**src/gpc_pkg.sv**
```systemverilog
`default_nettype none
package gpc_pkg;
	// register offsets are word indexes; byte address is four times the index
	localparam logic [7:0] PINS_FIVE_SIX_CONTROL_IDX = 8'h20;
	localparam logic [7:0] PIN_THREE_CONTROL_IDX     = 8'h1f;
	localparam logic [7:0] PORT_SELECT_IDX           = 8'h30;
	localparam logic [7:0] PIN_STATE_IDX             = 8'h31;
	localparam logic [7:0] CTRL_RESET                = 8'h00;
	localparam int         CTRL_MSB                  = 7;
	localparam int         ADR_IDX_HI                = 9;
	localparam int         ADR_IDX_LO                = 2;
	localparam int         FLD_VALUE                 = 3;
	localparam int         FLD_REMOTE                = 2;
	localparam int         FLD_DIR                   = 1;
	localparam int         FLD_EN                    = 0;
	localparam int         PIN_HI_BASE               = 4;
	localparam logic [1:0] MODE_FUNC                 = 2'h0;
	localparam logic [1:0] MODE_TRI                  = 2'h2;
	localparam logic [1:0] MODE_GP_OUT               = 2'h1;
	localparam logic [1:0] MODE_GP_IN                = 2'h3;
	localparam int         NPINS                     = 4;

	typedef enum logic [1:0] {
		GPC_IDLE,
		GPC_ACK
	} gpc_bus_type;

	typedef struct packed {
		gpc_bus_type bus;
		logic [7:0]  pin3_ctrl;
		logic [7:0]  pin56_ctrl;
		logic        port_sel;
		logic [31:0] rdata;
		logic [NPINS-1:0] in_meta;
		logic [NPINS-1:0] in_sync;
	} gpc_state_type;

	// decode a 4-bit pin field: returns {oe, out} given local, remote and functional values
	function automatic logic [1:0] gpc_pin_drive(input logic [3:0] f, input logic remote_v,
		input logic func_v);
		logic [1:0] r;
		r = 2'h0;
		if (f[FLD_REMOTE])
			r = {1'b1, remote_v};
		else begin
			case ({f[FLD_DIR], f[FLD_EN]})
				MODE_FUNC:   r = {1'b1, func_v};
				MODE_GP_OUT: r = {1'b1, f[FLD_VALUE]};
				MODE_TRI:    r = 2'h0;
				MODE_GP_IN:  r = 2'h0;
				default:     r = 2'h0;
			endcase
		end
		return r;
	endfunction
endpackage
`default_nettype wire

```
**src/gpc_pin_config_bank.sv**
```systemverilog
// Decided for this implementation: register access over Wishbone.
`default_nettype none
module gpc_pin_config_bank
	import gpc_pkg::*;
(
	input  wire logic        clk_i,
	input  wire logic        rst_i,
	input  wire logic        cyc_i,
	input  wire logic        stb_i,
	input  wire logic        we_i,
	input  wire logic [31:0] adr_i,
	input  wire logic [3:0]  sel_i,
	input  wire logic [31:0] dat_i,
	output logic      [31:0] dat_o,
	output logic             ack_o,
	// order of pin vectors: [0]=pin3, [1]=second-port pin3, [2]=pin5, [3]=pin6
	input  wire logic [3:0]  remote_val_i,
	input  wire logic [3:0]  func_val_i,
	input  wire logic [3:0]  pin_in_i,
	output logic      [3:0]  pin_out_o,
	output logic      [3:0]  pin_oe_o
);
	gpc_state_type s_q;
	gpc_state_type s_d;
	logic [7:0]    idx;
	logic          hit;
	logic [1:0]    drv [NPINS];
	logic [3:0]    fld [NPINS];

	assign idx = adr_i[ADR_IDX_HI:ADR_IDX_LO];
	assign hit = cyc_i && stb_i && s_q.bus == GPC_IDLE;

	// pin three fields go to exactly one twin; the idle twin is left as input
	always_comb begin
		fld[0] = s_q.port_sel ? {1'b0, 1'b0, MODE_GP_IN} : s_q.pin3_ctrl[PIN_HI_BASE-1:0];
		fld[1] = s_q.port_sel ? s_q.pin3_ctrl[PIN_HI_BASE-1:0] : {1'b0, 1'b0, MODE_GP_IN};
		fld[2] = s_q.pin56_ctrl[PIN_HI_BASE-1:0];
		fld[3] = s_q.pin56_ctrl[CTRL_MSB:PIN_HI_BASE];
	end

	// pads are combinational so remote and functional values pass without a cycle of delay
	genvar g;
	generate
		for (g = 0; g < NPINS; g++) begin : g_pin
			assign drv[g]       = gpc_pin_drive(fld[g], remote_val_i[g], func_val_i[g]);
			assign pin_oe_o[g]  = drv[g][1];
			assign pin_out_o[g] = drv[g][0];
		end
	endgenerate

	always_comb begin
		s_d = s_q;
		// pin inputs are asynchronous; two stages before software sees them
		s_d.in_meta = pin_in_i;
		s_d.in_sync = s_q.in_meta;
		case (s_q.bus)
			GPC_IDLE: begin
				if (hit) begin
					s_d.bus   = GPC_ACK;
					s_d.rdata = 32'h0;
					case (idx)
						PIN_THREE_CONTROL_IDX: begin
							s_d.rdata[7:0] = s_q.pin3_ctrl;
							if (we_i && sel_i[0])
								s_d.pin3_ctrl = dat_i[7:0];
						end
						PINS_FIVE_SIX_CONTROL_IDX: begin
							s_d.rdata[7:0] = s_q.pin56_ctrl;
							if (we_i && sel_i[0])
								s_d.pin56_ctrl = dat_i[7:0];
						end
						PORT_SELECT_IDX: begin
							s_d.rdata[0] = s_q.port_sel;
							if (we_i && sel_i[0])
								s_d.port_sel = dat_i[0];
						end
						PIN_STATE_IDX: s_d.rdata[NPINS-1:0] = s_q.in_sync;
						// unmapped indexes still answer so a stray access cannot hang the bus
						default: s_d.rdata = 32'h0;
					endcase
				end
			end
			GPC_ACK: s_d.bus = GPC_IDLE;
			default: s_d.bus = GPC_IDLE;
		endcase
	end

	always_ff @(posedge clk_i) begin
		if (rst_i) begin
			s_q.bus        <= GPC_IDLE;
			s_q.pin3_ctrl  <= CTRL_RESET;
			s_q.pin56_ctrl <= CTRL_RESET;
			s_q.port_sel   <= 1'b0;
			s_q.rdata      <= 32'h0;
			s_q.in_meta    <= '0;
			s_q.in_sync    <= '0;
		end else
			s_q <= s_d;
	end

	assign ack_o = s_q.bus == GPC_ACK;
	assign dat_o = s_q.rdata;

	property p_local_out;
		@(posedge clk_i) disable iff (rst_i)
		(fld[2][FLD_REMOTE] == 1'b0 && fld[2][FLD_DIR] == 1'b0 && fld[2][FLD_EN] == 1'b1)
			|-> (pin_oe_o[2] && pin_out_o[2] == fld[2][FLD_VALUE]);
	endproperty
	a_local_out: assert property (p_local_out) else $error("pin5 local value not driven");

	property p_remote;
		@(posedge clk_i) disable iff (rst_i)
		s_q.pin56_ctrl[PIN_HI_BASE+FLD_REMOTE] |-> (pin_oe_o[3] && pin_out_o[3] == remote_val_i[3]);
	endproperty
	a_remote: assert property (p_remote) else $error("pin6 remote value not driven");

	property p_tristate;
		@(posedge clk_i) disable iff (rst_i)
		(!s_q.pin56_ctrl[FLD_REMOTE] && s_q.pin56_ctrl[FLD_DIR]) |-> !pin_oe_o[2];
	endproperty
	a_tristate: assert property (p_tristate) else $error("pin5 driven in tri-state or input");

	property p_func;
		@(posedge clk_i) disable iff (rst_i)
		(s_q.pin56_ctrl[FLD_REMOTE+PIN_HI_BASE:PIN_HI_BASE] == 3'h0)
			|-> (pin_oe_o[3] && pin_out_o[3] == func_val_i[3]);
	endproperty
	a_func: assert property (p_func) else $error("pin6 functional output wrong");

	property p_write56;
		@(posedge clk_i) disable iff (rst_i)
		(hit && we_i && sel_i[0] && idx == PINS_FIVE_SIX_CONTROL_IDX)
			|=> (ack_o && s_q.pin56_ctrl == 8'($past(dat_i)));
	endproperty
	a_write56: assert property (p_write56) else $error("pin5/6 register write lost");

	property p_read3;
		@(posedge clk_i) disable iff (rst_i)
		(hit && !we_i && idx == PIN_THREE_CONTROL_IDX) |=> (dat_o[7:0] == s_q.pin3_ctrl);
	endproperty
	a_read3: assert property (p_read3) else $error("pin3 register readback wrong");

	property p_port_sel;
		@(posedge clk_i) disable iff (rst_i)
		(s_q.port_sel && s_q.pin3_ctrl[FLD_REMOTE]) |-> (pin_oe_o[1] && !pin_oe_o[0]);
	endproperty
	a_port_sel: assert property (p_port_sel) else $error("pin3 fields not steered");

	property p_reset;
		@(posedge clk_i) rst_i |=> (s_q.pin3_ctrl == CTRL_RESET && s_q.pin56_ctrl == CTRL_RESET
			&& !ack_o);
	endproperty
	a_reset: assert property (p_reset) else $error("config not zero after reset");

	// every request is answered in the next cycle and ack never stretches
	property p_ack_next;
		@(posedge clk_i) disable iff (rst_i)
		hit |=> ack_o;
	endproperty
	a_ack_next: assert property (p_ack_next) else $error("request not acknowledged");

	property p_ack_pulse;
		@(posedge clk_i) disable iff (rst_i)
		ack_o |=> !ack_o;
	endproperty
	a_ack_pulse: assert property (p_ack_pulse) else $error("ack held over two cycles");

	property p_write3;
		@(posedge clk_i) disable iff (rst_i)
		(hit && we_i && sel_i[0] && idx == PIN_THREE_CONTROL_IDX)
			|=> (s_q.pin3_ctrl == 8'($past(dat_i)));
	endproperty
	a_write3: assert property (p_write3) else $error("pin3 register write lost");

	// a write with the low lane disabled must leave both control bytes alone
	property p_lane_off;
		@(posedge clk_i) disable iff (rst_i)
		(hit && we_i && !sel_i[0])
			|=> ($stable(s_q.pin3_ctrl) && $stable(s_q.pin56_ctrl));
	endproperty
	a_lane_off: assert property (p_lane_off) else $error("lane-off write changed config");

	property p_read56;
		@(posedge clk_i) disable iff (rst_i)
		(hit && !we_i && idx == PINS_FIVE_SIX_CONTROL_IDX)
			|=> (dat_o == {24'h0, s_q.pin56_ctrl});
	endproperty
	a_read56: assert property (p_read56) else $error("pin5/6 register readback wrong");

	property p_gp_in;
		@(posedge clk_i) disable iff (rst_i)
		(!s_q.pin56_ctrl[PIN_HI_BASE+FLD_REMOTE] && s_q.pin56_ctrl[PIN_HI_BASE+FLD_DIR]
			&& s_q.pin56_ctrl[PIN_HI_BASE+FLD_EN]) |-> !pin_oe_o[3];
	endproperty
	a_gp_in: assert property (p_gp_in) else $error("pin6 driven in input mode");

	property p_pin3_local;
		@(posedge clk_i) disable iff (rst_i)
		(!s_q.port_sel && s_q.pin3_ctrl[FLD_REMOTE:FLD_EN] == {1'b0, MODE_GP_OUT})
			|-> (pin_oe_o[0] && pin_out_o[0] == s_q.pin3_ctrl[FLD_VALUE]);
	endproperty
	a_pin3_local: assert property (p_pin3_local) else $error("pin3 local value not driven");

	// the twin that the select does not name must never drive
	property p_twin_idle;
		@(posedge clk_i) disable iff (rst_i)
		(s_q.port_sel && !pin_oe_o[0]) || (!s_q.port_sel && !pin_oe_o[1]);
	endproperty
	a_twin_idle: assert property (p_twin_idle) else $error("unselected pin3 twin driven");

	property p_twin_remote;
		@(posedge clk_i) disable iff (rst_i)
		(s_q.port_sel && s_q.pin3_ctrl[FLD_REMOTE]) |-> (pin_out_o[1] == remote_val_i[1]);
	endproperty
	a_twin_remote: assert property (p_twin_remote) else $error("twin remote value wrong");
endmodule // gpc_pin_config_bank
`default_nettype wire

```
**config.mk**
```make
export PLATFORM = sky130hd
export DESIGN_NAME = gpc_pin_config_bank
export DESIGN_NICKNAME = d
export VERILOG_FILES = /design/src/gpc_pkg.sv /design/src/gpc_pin_config_bank.sv
export SDC_FILE = /design/constraint.sdc
export NUM_CORES = 1
export LEC_CHECK = 0
export ABC_AREA = 1
export BUFFER_PORTS_ARGS = -buffer_cell sky130_fd_sc_hd__buf_2
export CAP_MARGIN = 15
export CORE_ASPECT_RATIO = 1.1
export CORE_UTILIZATION = 37
export CTS_BUF_LIST = sky130_fd_sc_hd__clkbuf_4 sky130_fd_sc_hd__clkbuf_8 sky130_fd_sc_hd__clkbuf_16
export DETAILED_ROUTE_END_ITERATION = 6
export GPL_ROUTABILITY_DRIVEN = 0
export MAX_ROUTING_LAYER = met4
export PLACE_DENSITY = 0.79
export SYNTH_ARGS = -nofsm -noshare
export SYNTH_HDL_FRONTEND = slang
export SYNTH_SLANG_ARGS = --single-unit
```
**constraint.sdc**
```tcl
create_clock -name clk_i -period 3.35 [get_ports clk_i]
set_input_delay 0 -clock clk_i [delete_from_list [all_inputs] [get_ports clk_i]]
set_output_delay 0 -clock clk_i [all_outputs]
set_load 0.03 [all_outputs]
```
Word level (Yosys, flattened, before mapping)
Index checks and enable logic that the tools add are counted.
{"block": "totals", "ff_bits": 34, "wordCells": 54, "latchBits": 0, "mem_bits_rw": 0, "romBits": 0, "mem_count": 0, "in_bits": 85}
{"block": "classes", "muxes": 13, "reduce_logical": 17, "add_sub_neg": 0, "magnitude_cmp": 0, "div": 0, "bitwise_logic": 1, "shift": 0, "n_mul": 0, "n_eq_ne": 16}
{"cell": "$eq A8 B6 Y1 const B", "n": 3}
{"cell": "$pmux W2 S3", "n": 4}
{"cell": "$eq A2 B2 Y1 const B", "n": 8}
{"cell": "$reduce_and A4 Y1", "n": 3}
{"cell": "$logic_not A2 Y1", "n": 5}
{"cell": "$reduce_or A2 Y1", "n": 5}
{"cell": "$pmux W3 S3", "n": 1}
{"cell": "$eq A2 B1 Y1 const B", "n": 4}
{"cell": "$eq A8 B5 Y1 const B", "n": 1}
{"cell": "$mux W2", "n": 4}
{"cell": "$mux W4", "n": 2}
{"cell": "$pmux W4 S2", "n": 1}
{"cell": "$pmux W1 S4", "n": 1}
{"cell": "$logic_and A1 B1 Y1", "n": 3}
{"cell": "$reduce_and A2 Y1", "n": 1}
{"cell": "$not A1 Y1", "n": 1}

Depth between registers and ports, before layout
Gate-level depths: netlist of the first run.
{"block": "depth", "depth_word": 5, "mapped_depth": 9}

Worst setup path before layout of the first run
OpenSTA, ideal clock, no wires.
{"block": "synth_path", "kind": "register to register", "from": "reg s_q[57] in the netlist's numbering", "to": "reg s_q (netlist bit fld[2])", "path_stages_with_launch": 8, "n_path_buf": 1, "period_less_slack_ps": 1320, "path_slack_ps": 2030, "t_arrival_ps": 1201, "cell_sequence": "dfxtp_1 > nor2_4 > nand3_4 > nor2_4 > inv_2 > buf_6 > o21ai_1 > a21oi_1"}
{"block": "synth_between", "elab_chain_len": 3}
{"element": "start, declared", "line": "gpc_pin_config_bank.sv:23", "text": "gpc_state_type s_q;"}
{"element": "$logic_not A2 Y1 *", "line": "gpc_pin_config_bank.sv:31, gpc_pin_config_bank.sv:56"}
{"element": "$logic_and A1 B1 Y1", "line": "gpc_pin_config_bank.sv:31", "text": "assign hit = cyc_i && stb_i && s_q.bus == GPC_IDLE;"}
{"element": "$reduce_and A4 Y1 (no line) *"}
Every way passes the cells marked *; elsewhere a longest branch is shown, timed or not.
A chain may end at the register's enable or synchronous reset.

Final worst setup path of the first run
{"block": "layout_path", "from": "reg s_q[57] in the netlist's numbering", "to": "reg s_q (netlist bit fld[6])"}
The elaborated chain is that of the path after synthesis.

==> summary.txt, run 1 <==
Cells and area
  – # diodes: 0
  – Finished Layout Cells: 363
  – Fill count: approximately 500
  – Layout area overhead: 19.4%
  – Final nets: 391
  – Share of cells above drive strength 1: 24.1%
  – Final Util: 46.4%

Synth
  – Post-Syn Instances: 251
  – FF+latch count, synth: 34
  – Post-synth top cells: 34 x dfxtp_1, 33 x inv_1, 32 x buf_4, 28 x nor2_1, 26 x nand2_1
  – Netlist cell types: 27
  – Sequential fraction of the synthesis area: 37.4%
  – Synth area leaders: dfxtp_1 37%, buf_4 13%, inv_1 6.8%, o21ai_0 6.6%, nor2_1 5.8%
  – Syn_area_per_cell: 7.26 µm²
  – Synth Flop Type: dfxtp_1
  – Synth Cell Area: roughly 1800 µm²
  – Post-synth EDFFs: 0
  – Top-count cell post-synth: dfxtp_1
  – Top cell type's share of synthesized area: 37.4%
  – Asr flop ratio synth: 0%
  – Cell type with the highest aggregate area in the netlist: dfxtp_1
  – Yosys Warn Count: 0

Global route
  – Via count of the first global-routing pass: 1313
  – Met2 usage: roughly a quarter
  – Met1 usage: a little under a fifth
  – Top Usage Layer GRT: met2
  – Initial antenna violation count: 0
  – Total track usage: between 10% and 20%
  – First-pass GRT wire length: around 5700 µm
  – Grt met3 use: 4.34%
  – Grt ovf: 0
  – Largest net degree at the start of global routing: 19

Drt
  – Routed wire per std cell: 10.4 µm
  – DRT Wirelength: about 3800 µm
  – Antenna-violating nets left: 0
  – DR iter-0 viols: 85
  – DR vias: roughly 1700
  – Vias/cell: 4.55
  – Post-route DRC: 0
  – Router iterations before antenna repair: 4

Critical path
  – Slowest CP cell: dfxtp_1
  – Critical path endpoint category: flop
  – Worst Path Required: 3.53 ns
  – Worst Path Max Fanout: 12
  – WS Path Type: reg -> reg
  – CP bufs+invs: 1
  – Cells along the critical path: nor2_4, nand3_4, nor2_4, inv_2, o21ai_0, a21oi_1
  – Crit path top cell by count: nor2_4
  – Max stage delay on crit path: 0.33 ns
  – Startpoint type of the worst setup path: flop
  – CP delay by family, top: simple AND/OR/NAND/NOR gates
  – Crit path DAT: 1.70 ns

STA
  – Final Cycle Share: 45.3%
  – Final min period: 1.52 ns
  – Fmax: 659 MHz
  – RSZ-0062 raised after global routing: no
  – Sum Neg Setup Slack: 0 ns
  – Max Clock Skew: approximately 0.0039 ns
  – Fin. max-slew vios: 0
  – Final Hold Viols: 0
  – Setup violators final: 0
  – Hold Slack: 0.0625 ns

Power
  – VDD IR max: ~230 µV
  – Pwr/cell area: 393 nW/µm²
  – Combinational group share of total power: between 10% and 20%
  – Reg power frac: 48.6%
  – Power Total: 0.000854 W
  – Static leakage: about 1.0 nW
  – Psw: 0.000238 W
  – Internal power: 0.000615 W
  – Clk network pwr share: 36.7%
  – Sw frac: 27.9%

Clock network
  – H-tree depth: 2
  – Total CTS buffers: 5
  – Clk buf depth: 2
  – CTS sink cnt: 34
  – CTS tree: done
  – Clock transition at path regs: roughly 0.07 ns
  – Root Buffer: clkbuf_8
  – Post-CTS Setup Repair Bufs: 0
  – Worst skew pair latency: 0.29 ns

Die
  – Row cnt: 26
  – # IOs: 126
  – Die width: 68.9 µm
  – Core area: between 4000 and 5000 µm²
  – Die area: 5210 µm²
  – Starting density of the core: between 30 and 40%
  – Die Ht: roughly 76 µm

Placed design
  – Placed Instances: 343
  – Port buffer count: 50
  – HPWL after detailed placement: 2850 µm

Hold path
  – Worst Hold Class: in -> reg

Run
  – Max-cap viol count: 0

Outcome
  – Status: completed
[logic make-up after synthesis]
kind of cell	synth area share, %
and+or+nand+nor	25.5
buffers and inverters	22.0
AOI/OAI and AO/OA	14.9
DFF	37.4
other	0.206
[cell type report]
type | count | area, µm² | share of cell area (%)
well taps | 56 | 70.1 | 3.22
repair buffers | 62 | 370 | 17.0
flip-flops and latches | 34 | 681 | 31.3
inverters | 35 | 131 | 6.04
clock buffers | 6 | 82.6 | 3.80
multi-input cells | 168 | 827 | 38.0
clock inverters | 2 | 12.5 | 0.575
[power groups by stage]
stage | Sequential (W) | Combinational, W | Clock, W
after global routing | 0.000416 | 0.000140 | 0.000343
after global placement | 0.000424 | 0.000114 | 0
after floorplan | 0.000425 | 0.000107 | 0
after CTS | 0.000415 | 0.000126 | 0.000320
final | 0.000415 | 0.000126 | 0.000313
after detailed placement | 0.000424 | 0.000115 | 0
[worst paths after layout]
| check | from | end | slack [ns] | cells past startpoint |
|---|---|---|---|---|
| worst min register to register | s_d[1] | s_q[1] | 0.40 | 2 |
| worst max-delay path | s_q[57] | fld[6] | 1.83 | 6 |
| worst min-delay path | rst_i | s_q[1] | 0.06 | 2 |
| worst max register to register | s_q[57] | fld[6] | 1.83 | 6 |
[worst reg2reg max path, stage by stage (launching register included)]
cell and delay (ns):
dfxtp_1 0.33, nor2_4 0.30, nand3_4 0.22, nor2_4 0.22, inv_2 0.13, o21ai_0 0.16
a21oi_1 0.05
[stage by stage]
stage	worst slack (ns)	cell area, µm²
floorplan	2.03	1910
global placement	1.83	1960
detailed placement	1.84	1960
CTS	1.82	2170
global route	1.65	2170
finish	1.83	2170
[sequential cells by signal, summed over array words and instances (netlist names)]
register and cells:
s_d 4, s_q 14, dat_o 8, fld 8
[placed cells by master, fill, tap and decap left out, drive strengths merged, types with 2 or more instances in the layout]
master,count
a32o,2
nand3,21
dfxtp,34
clkbuf,6
inv,35
nor3,8
nor2,35
conb,24
buf,50
nand2,30
a21oi,16
dlygate4sd3,12
o21ai,28
[timing repair]
item | 4_1_cts | 5_1_grt
gates resized for setup | 0 | 0
hold buffers | 12 | 0
hold endpoints to repair | 17 | 0
[layer usage]
metal  up-vias  part of all wire, %
met2        67                   47
met3         6                  6.7
met5         -                    0
met4         0                  2.1
met1       721                   44
li1        858                    -
Note: power is estimated with default switching activity, not from simulation.
==> run 2: changes to the inputs <==
--- a/config.mk
+++ b/config.mk
@@ -14,7 +14,7 @@
 export DETAILED_ROUTE_END_ITERATION = 6
 export GPL_ROUTABILITY_DRIVEN = 0
 export MAX_ROUTING_LAYER = met4
-export PLACE_DENSITY = 0.79
+export PLACE_DENSITY = 0.82
 export SYNTH_ARGS = -nofsm -noshare
 export SYNTH_HDL_FRONTEND = slang
 export SYNTH_SLANG_ARGS = --single-unit
==> constraint.sdc (replaced) <==
create_clock -name clk_i -period 1.3 [get_ports clk_i]
set_input_delay 0 -clock clk_i [delete_from_list [all_inputs] [get_ports clk_i]]
set_output_delay 0 -clock clk_i [all_outputs]
set_load 0.03 [all_outputs]
==> run 2 against run 1 <==
Final cell count grew 1.1%. Non-clock buffer count is 4 higher. Combinational power grew to 2.6 times the previous value. Critical path type is now reg -> out. Largest power group unchanged.
==> summary.txt, run 2 (same netlist as run 1, synthesis figures left out) <==
Die
  – Die area: 5210 µm²
  – Die Ht: 75.6 µm
  – Core area: around 4700 µm²
  – Row cnt: 26
  – # IOs: 126
  – Die width: 68.9 µm
  – Starting density of the core: about two fifths

Critical path
  – R2R Path Start: s_q[57]
  – Setup slack, reg-to-reg: 0.13 ns
  – Crit path DAT: between 1 and 1.5 ns
  – WS Path Type: reg -> out
  – FF-to-FF End: fld[6]
  – Worst Path Required: around 1.3 ns
  – Worst Path Max Fanout: 5
  – Critical path endpoint category: primary output
  – Worst R2R Path Depth: 6
  – Startpoint type of the worst setup path: flop

Hold path
  – Hold EP: dat_o[1]
  – Hold Path Stages: 3
  – Hold_sp: rst_i
  – Worst Hold Class: in -> reg

Run
  – Max-cap viol count: 0

Global route
  – Largest net degree at the start of global routing: 19
  – Via count of the first global-routing pass: roughly 1400
  – Total track usage: ~16%
  – Grt ovf: 0
  – First-pass GRT wire length: roughly 6000 µm
  – Initial antenna violation count: 0

Cells and area
  – Finished Layout Cells: 367
  – Max FFs per register: 14
  – Share of cells above drive strength 1: between 20% and 30%
  – Layout area overhead: 22.5%
  – Post-route cell area: 2230 µm²
  – Most frequent cells in the layout: 49 x buf_2, 33 x inv_1, 31 x dfxtp_1
  – Final nets: 395
  – Fill count: between 400 and 500
  – # diodes: 0
  – Most common cell after layout, fill and taps aside: buf_2
  – Most flop-heavy register: s_q

Clock network
  – CTS sink cnt: 34
  – Clock transition at path regs: 0.07 ns
  – Clk buf depth: 2
  – H-tree depth: 2
  – Root Buffer: clkbuf_8
  – Worst skew pair latency: 0.29 ns
  – CTS tree: done
  – Total CTS buffers: 5

Placed design
  – Placed Instances: 346
  – HPWL after detailed placement: 3010 µm
  – Area after DPL: 1980 µm²
  – Dpl ws: 0.119 ns
  – Port buffer count: 50

Drt
  – DR iter-0 viols: between 100 and 150
  – DRT Wirelength: just under 4000 µm
  – DR vias: approximately 1700
  – Router iterations before antenna repair: 4
  – Post-route DRC: 0
  – Antenna-violating nets left: 0
  – Routed wire per std cell: 10.7 µm
  – Vias/cell: approximately 4.6

STA
  – Fin. max-slew vios: 0
  – Sum Neg Setup Slack: 0 ns
  – Final min period: ~1.2 ns
  – Fmax: between 800 and 900 MHz
  – Max Clock Skew: a little over 0.005 ns
  – Crit path setup slack, layout: 0.0547 ns
  – Setup violators final: 0
  – Hold Slack: 0.0891 ns
  – Final Cycle Share: 95.8%
  – RSZ-0062 raised after global routing: no
  – Final Hold Viols: 0

Outcome
  – Status: completed

Power
  – Pwr/cell area: 1040 nW/µm²
  – VDD IR max: 565 µV
  – Static leakage: 1.08 nW
## run 2: cell types whose count changed in the layout (fill, tap and decap cells not counted)
cell / previous run / this run
dfxtp_1: 34 / 31
a211oi_2: 0 / 1
o21ai_1: 3 / 4
buf_4: 0 / 4
dfxtp_2: 0 / 3
buf_2: 50 / 49
clkinv_2: 1 / 0
clkinvlp_4: 1 / 0
a211oi_1: 1 / 0
o21ai_0: 24 / 23
clkbuf_4: 0 / 1
clkbuf_8: 6 / 8
## run 2: layout make-up
| cell class | count | area (µm²) | share of cell area (%) |
|---|---|---|---|
| Inverter | 35 | 131 | 5.89 |
| Sequential cell | 34 | 684 | 30.7 |
| Clock buffer | 8 | 110 | 4.94 |
| Timing Repair Buffer | 66 | 403 | 18.1 |
| Tap cell | 56 | 70.1 | 3.14 |
| Multi-Input combinational cell | 168 | 832 | 37.3 |
## run 2: routing by layer
layer,track usage [%],up-vias,wire (µm)
met2,26.5,78,1890
li1,-,866,-
met4,9.75,0,110
met5,-,-,0
met3,4.49,12,312
met1,17.9,746,1620
## run 2: what timing repair did
action | CTS | global route
resized for setup | 0 | 5
hold buffers | 12 | 0
hold endpoints to repair | 16 | 0
setup buffers | 0 | 1
setup endpoints to repair | 0 | 3
## run 2: where the power goes
part | total, W | leakage (nW) | internal, W | switching, W
clock network | 0.000916 | 0.0575 | 0.000535 | 0.000381
logic | 0.000332 | 0.745 | 0.000105 | 0.000228
registers | 0.00107 | 0.278 | 0.00106 | 0.00000814
## run 2: through the flow
step	utilization, %	power [W]
global placement	42.3	0.00139
detailed placement	42.3	0.00140
finish	47.6	0.00232
global route	47.6	0.00241
CTS	47.2	0.00234
floorplan	-	0.00137
## run 2: worst max path at each step
stage          startpoint           end  slack [ns]  cells after the start
6_report          s_q[40]  pin_out_o[1]        0.05                      4
5_1_grt           s_q[40]  pin_out_o[1]        0.01                      4
4_1_cts           s_q[40]  pin_out_o[1]       0.002                      4
3_5_place_dp      s_q[57]        fld[6]        0.12                      6
3_3_place_gp      s_q[57]        fld[6]        0.12                      6
2_1_floorplan     s_q[57]        fld[2]        0.05                      7
## run 2: worst max-delay path: stages, from the launching register on
cell and delay [ns]:
dfxtp_2 0.37, inv_1 0.09, nor3_1 0.15, a32o_1 0.15, buf_2 0.19
==> run 3: changes to the inputs <==
--- a/config.mk
+++ b/config.mk
@@ -14,7 +14,7 @@
 export DETAILED_ROUTE_END_ITERATION = 6
 export GPL_ROUTABILITY_DRIVEN = 0
 export MAX_ROUTING_LAYER = met4
-export PLACE_DENSITY = 0.82
+export PLACE_DENSITY = 0.79
 export SYNTH_ARGS = -nofsm -noshare
 export SYNTH_HDL_FRONTEND = slang
 export SYNTH_SLANG_ARGS = --single-unit
==> constraint.sdc (replaced) <==
create_clock -name clk_i -period 1.4 [get_ports clk_i]
set_input_delay 0 -clock clk_i [delete_from_list [all_inputs] [get_ports clk_i]]
set_output_delay 0 -clock clk_i [all_outputs]
set_load 0.03 [all_outputs]
==> run 3 against run 2 <==
Worst hold slack got worse by 0.032 ns. Non-clock buffer count fell by 2. Global-route usage fell by 0.40 points. Cell area fell by 1.7%. Critical path type is now reg -> reg. Final cell count fell by 0.54%. Worst setup slack improved by 0.041 ns. Clock skew fell by 0.0034 ns. Clock power fell by 18%.
==> summary.txt, run 3 (same netlist as run 1, synthesis figures left out) <==
Drt
  – Router iterations before antenna repair: 4
  – Routed wire per std cell: 10.5 µm
  – DR iter-0 viols: 70
  – DRT Wirelength: 3820 µm
  – Vias/cell: 4.59
  – Post-route DRC: 0
  – Antenna-violating nets left: 0
  – DR vias: 1676

Die
  – Row cnt: 26
  – Starting density of the core: between 30% and 40%
  – Die width: 68.9 µm
  – Die Ht: 75.6 µm
  – Core area: 4680 µm²
  – # IOs: 126
  – Die area: 5210 µm²

Critical path
  – Worst R2R Path Depth: 6
  – Critical path endpoint category: flop
  – Worst Path Required: around 1.6 ns
  – Slowest CP cell: dfxtp_1
  – WS Path Type: reg -> reg
  – End of the critical path: fld[6]
  – Cells along the critical path: nor2_4, nand3_4, nor2_4, inv_2, o21ai_0, a21oi_1
  – R2R Path Start: s_q[57]
  – Max stage delay on crit path: 0.33 ns
  – Setup slack, reg-to-reg: 0.1 ns
  – Worst Path Max Fanout: 11
  – CP startpoint: s_q[57]
  – Crit path top cell by count: nor2_4
  – Crit path DAT: 1.48 ns
  – Startpoint type of the worst setup path: flop
  – FF-to-FF End: fld[6]

Clock network
  – CTS sink cnt: 34
  – CTS tree: done
  – Root Buffer: clkbuf_8
  – H-tree depth: 2
  – Clock transition at path regs: 0.07 ns
  – Total CTS buffers: 5
  – Post-CTS Setup Repair Bufs: 0
  – Worst skew pair latency: 0.29 ns
  – Clk buf depth: 2

STA
  – Hold Slack: 0.0570 ns
  – Fin. max-slew vios: 0
  – Fmax: between 700 and 800 MHz
  – Final Hold Viols: 0
  – Final Cycle Share: between 90% and 100%
  – Max Clock Skew: 0.00169 ns
  – Setup violators final: 0
  – Final min period: between 1 and 1.5 ns
  – Sum Neg Setup Slack: 0 ns
  – RSZ-0062 raised after global routing: no

Cells and area
  – Share of cells above drive strength 1: roughly a quarter
  – Most frequent cells in the layout: 49 x buf_2, 33 x inv_1, 33 x dfxtp_1
  – Most flop-heavy register: s_q
  – Final Util: 46.8%
  – Finished Layout Cells: 365
  – Layout area overhead: 20.4%
  – Fill count: 487
  – Final nets: 393
  – # diodes: 0
  – Max FFs per register: 14
  – Most common cell after layout, fill and taps aside: buf_2

Placed design
  – Placed Instances: 345
  – HPWL after detailed placement: between 2000 and 3000 µm
  – Port buffer count: 50

Power
  – Static leakage: between 1 and 1.5 nW
  – Power Total: around 0.002 W
  – VDD IR max: around 550 µV
  – Pwr/cell area: 935 nW/µm²

Global route
  – Total track usage: 16.0%
  – Largest net degree at the start of global routing: 19
  – Via count of the first global-routing pass: 1424
  – Grt ovf: 0
  – First-pass GRT wire length: 5920 µm
  – Initial antenna violation count: 0

Outcome
  – Status: completed

Run
  – Max-cap viol count: 0

Hold path
  – Worst Hold Class: in -> reg
run 3: changes by cell type in the layout (fill, tap and decap cells not counted), moves of 2 or more:
cell and delta:
dfxtp_2 -2, dfxtp_1 +2, clkbuf_8 -2, buf_4 -2
run 3: layout make-up:
cell class              count  area (µm²)  share of cell area (%)
repair buffers             64         388                    17.7
clock inverters             2        12.5                   0.570
clock buffers               6        82.6                    3.76
inverters                  35         131                    5.99
well taps                  56        70.1                    3.19
multi-input cells         168         827                    37.7
flip-flops and latches     34         682                    31.1
run 3: what timing repair did:
| action | CTS | global route |
|---|---|---|
| endpoints found under the hold margin | 17 | 0 |
| gates resized for setup | 0 | 3 |
| setup endpoints to repair | 0 | 2 |
| hold buffers | 12 | 0 |
run 3: worst min path at each step:
stage          cells after the start       to        start  slack [ns]
6_report                           2  s_q[57]        rst_i        0.06
5_1_grt                            2   s_q[2]        rst_i        0.08
4_1_cts                            2  s_q[57]        rst_i        0.05
3_5_place_dp                       3   s_d[3]  pin_in_i[3]        0.21
3_3_place_gp                       3   s_d[3]  pin_in_i[3]        0.21
2_1_floorplan                      2   s_d[0]  pin_in_i[0]        0.11
run 3: routing by layer:
layer	routed length (µm)	track usage (%)	up-vias	share of wire [%]
met5	0	-	-	0
met4	93	8.16	0	2.4
met3	225	4.04	13	5.9
met2	1820	26.6	62	48
met1	1680	17.6	738	44
li1	-	-	863	-
run 3: stage by stage:
step | worst slack, ns | instance area, µm²
after global routing | 0.00448 | 2190
after floorplan | 0.0804 | 1910
final | 0.0954 | 2190
after global placement | 0.120 | 1970
after CTS | 0.0906 | 2190
after detailed placement | 0.104 | 1970
run 3: worst max-delay path, delay by kind of cell, from the launching register on:
family / cells / cell delay (ns)
AND/OR/NAND/NOR: 3 / 0.50
AO/OA/AOI/OAI: 2 / 0.23
buffers and inverters: 1 / 0.13
flip-flops: 1 / 0.33
run 3: power by group:
part | switching, W | internal, W
Sequential | 0.00000752 | 0.000986
Combinational | 0.000209 | 0.0000953
Clock | 0.000357 | 0.000395
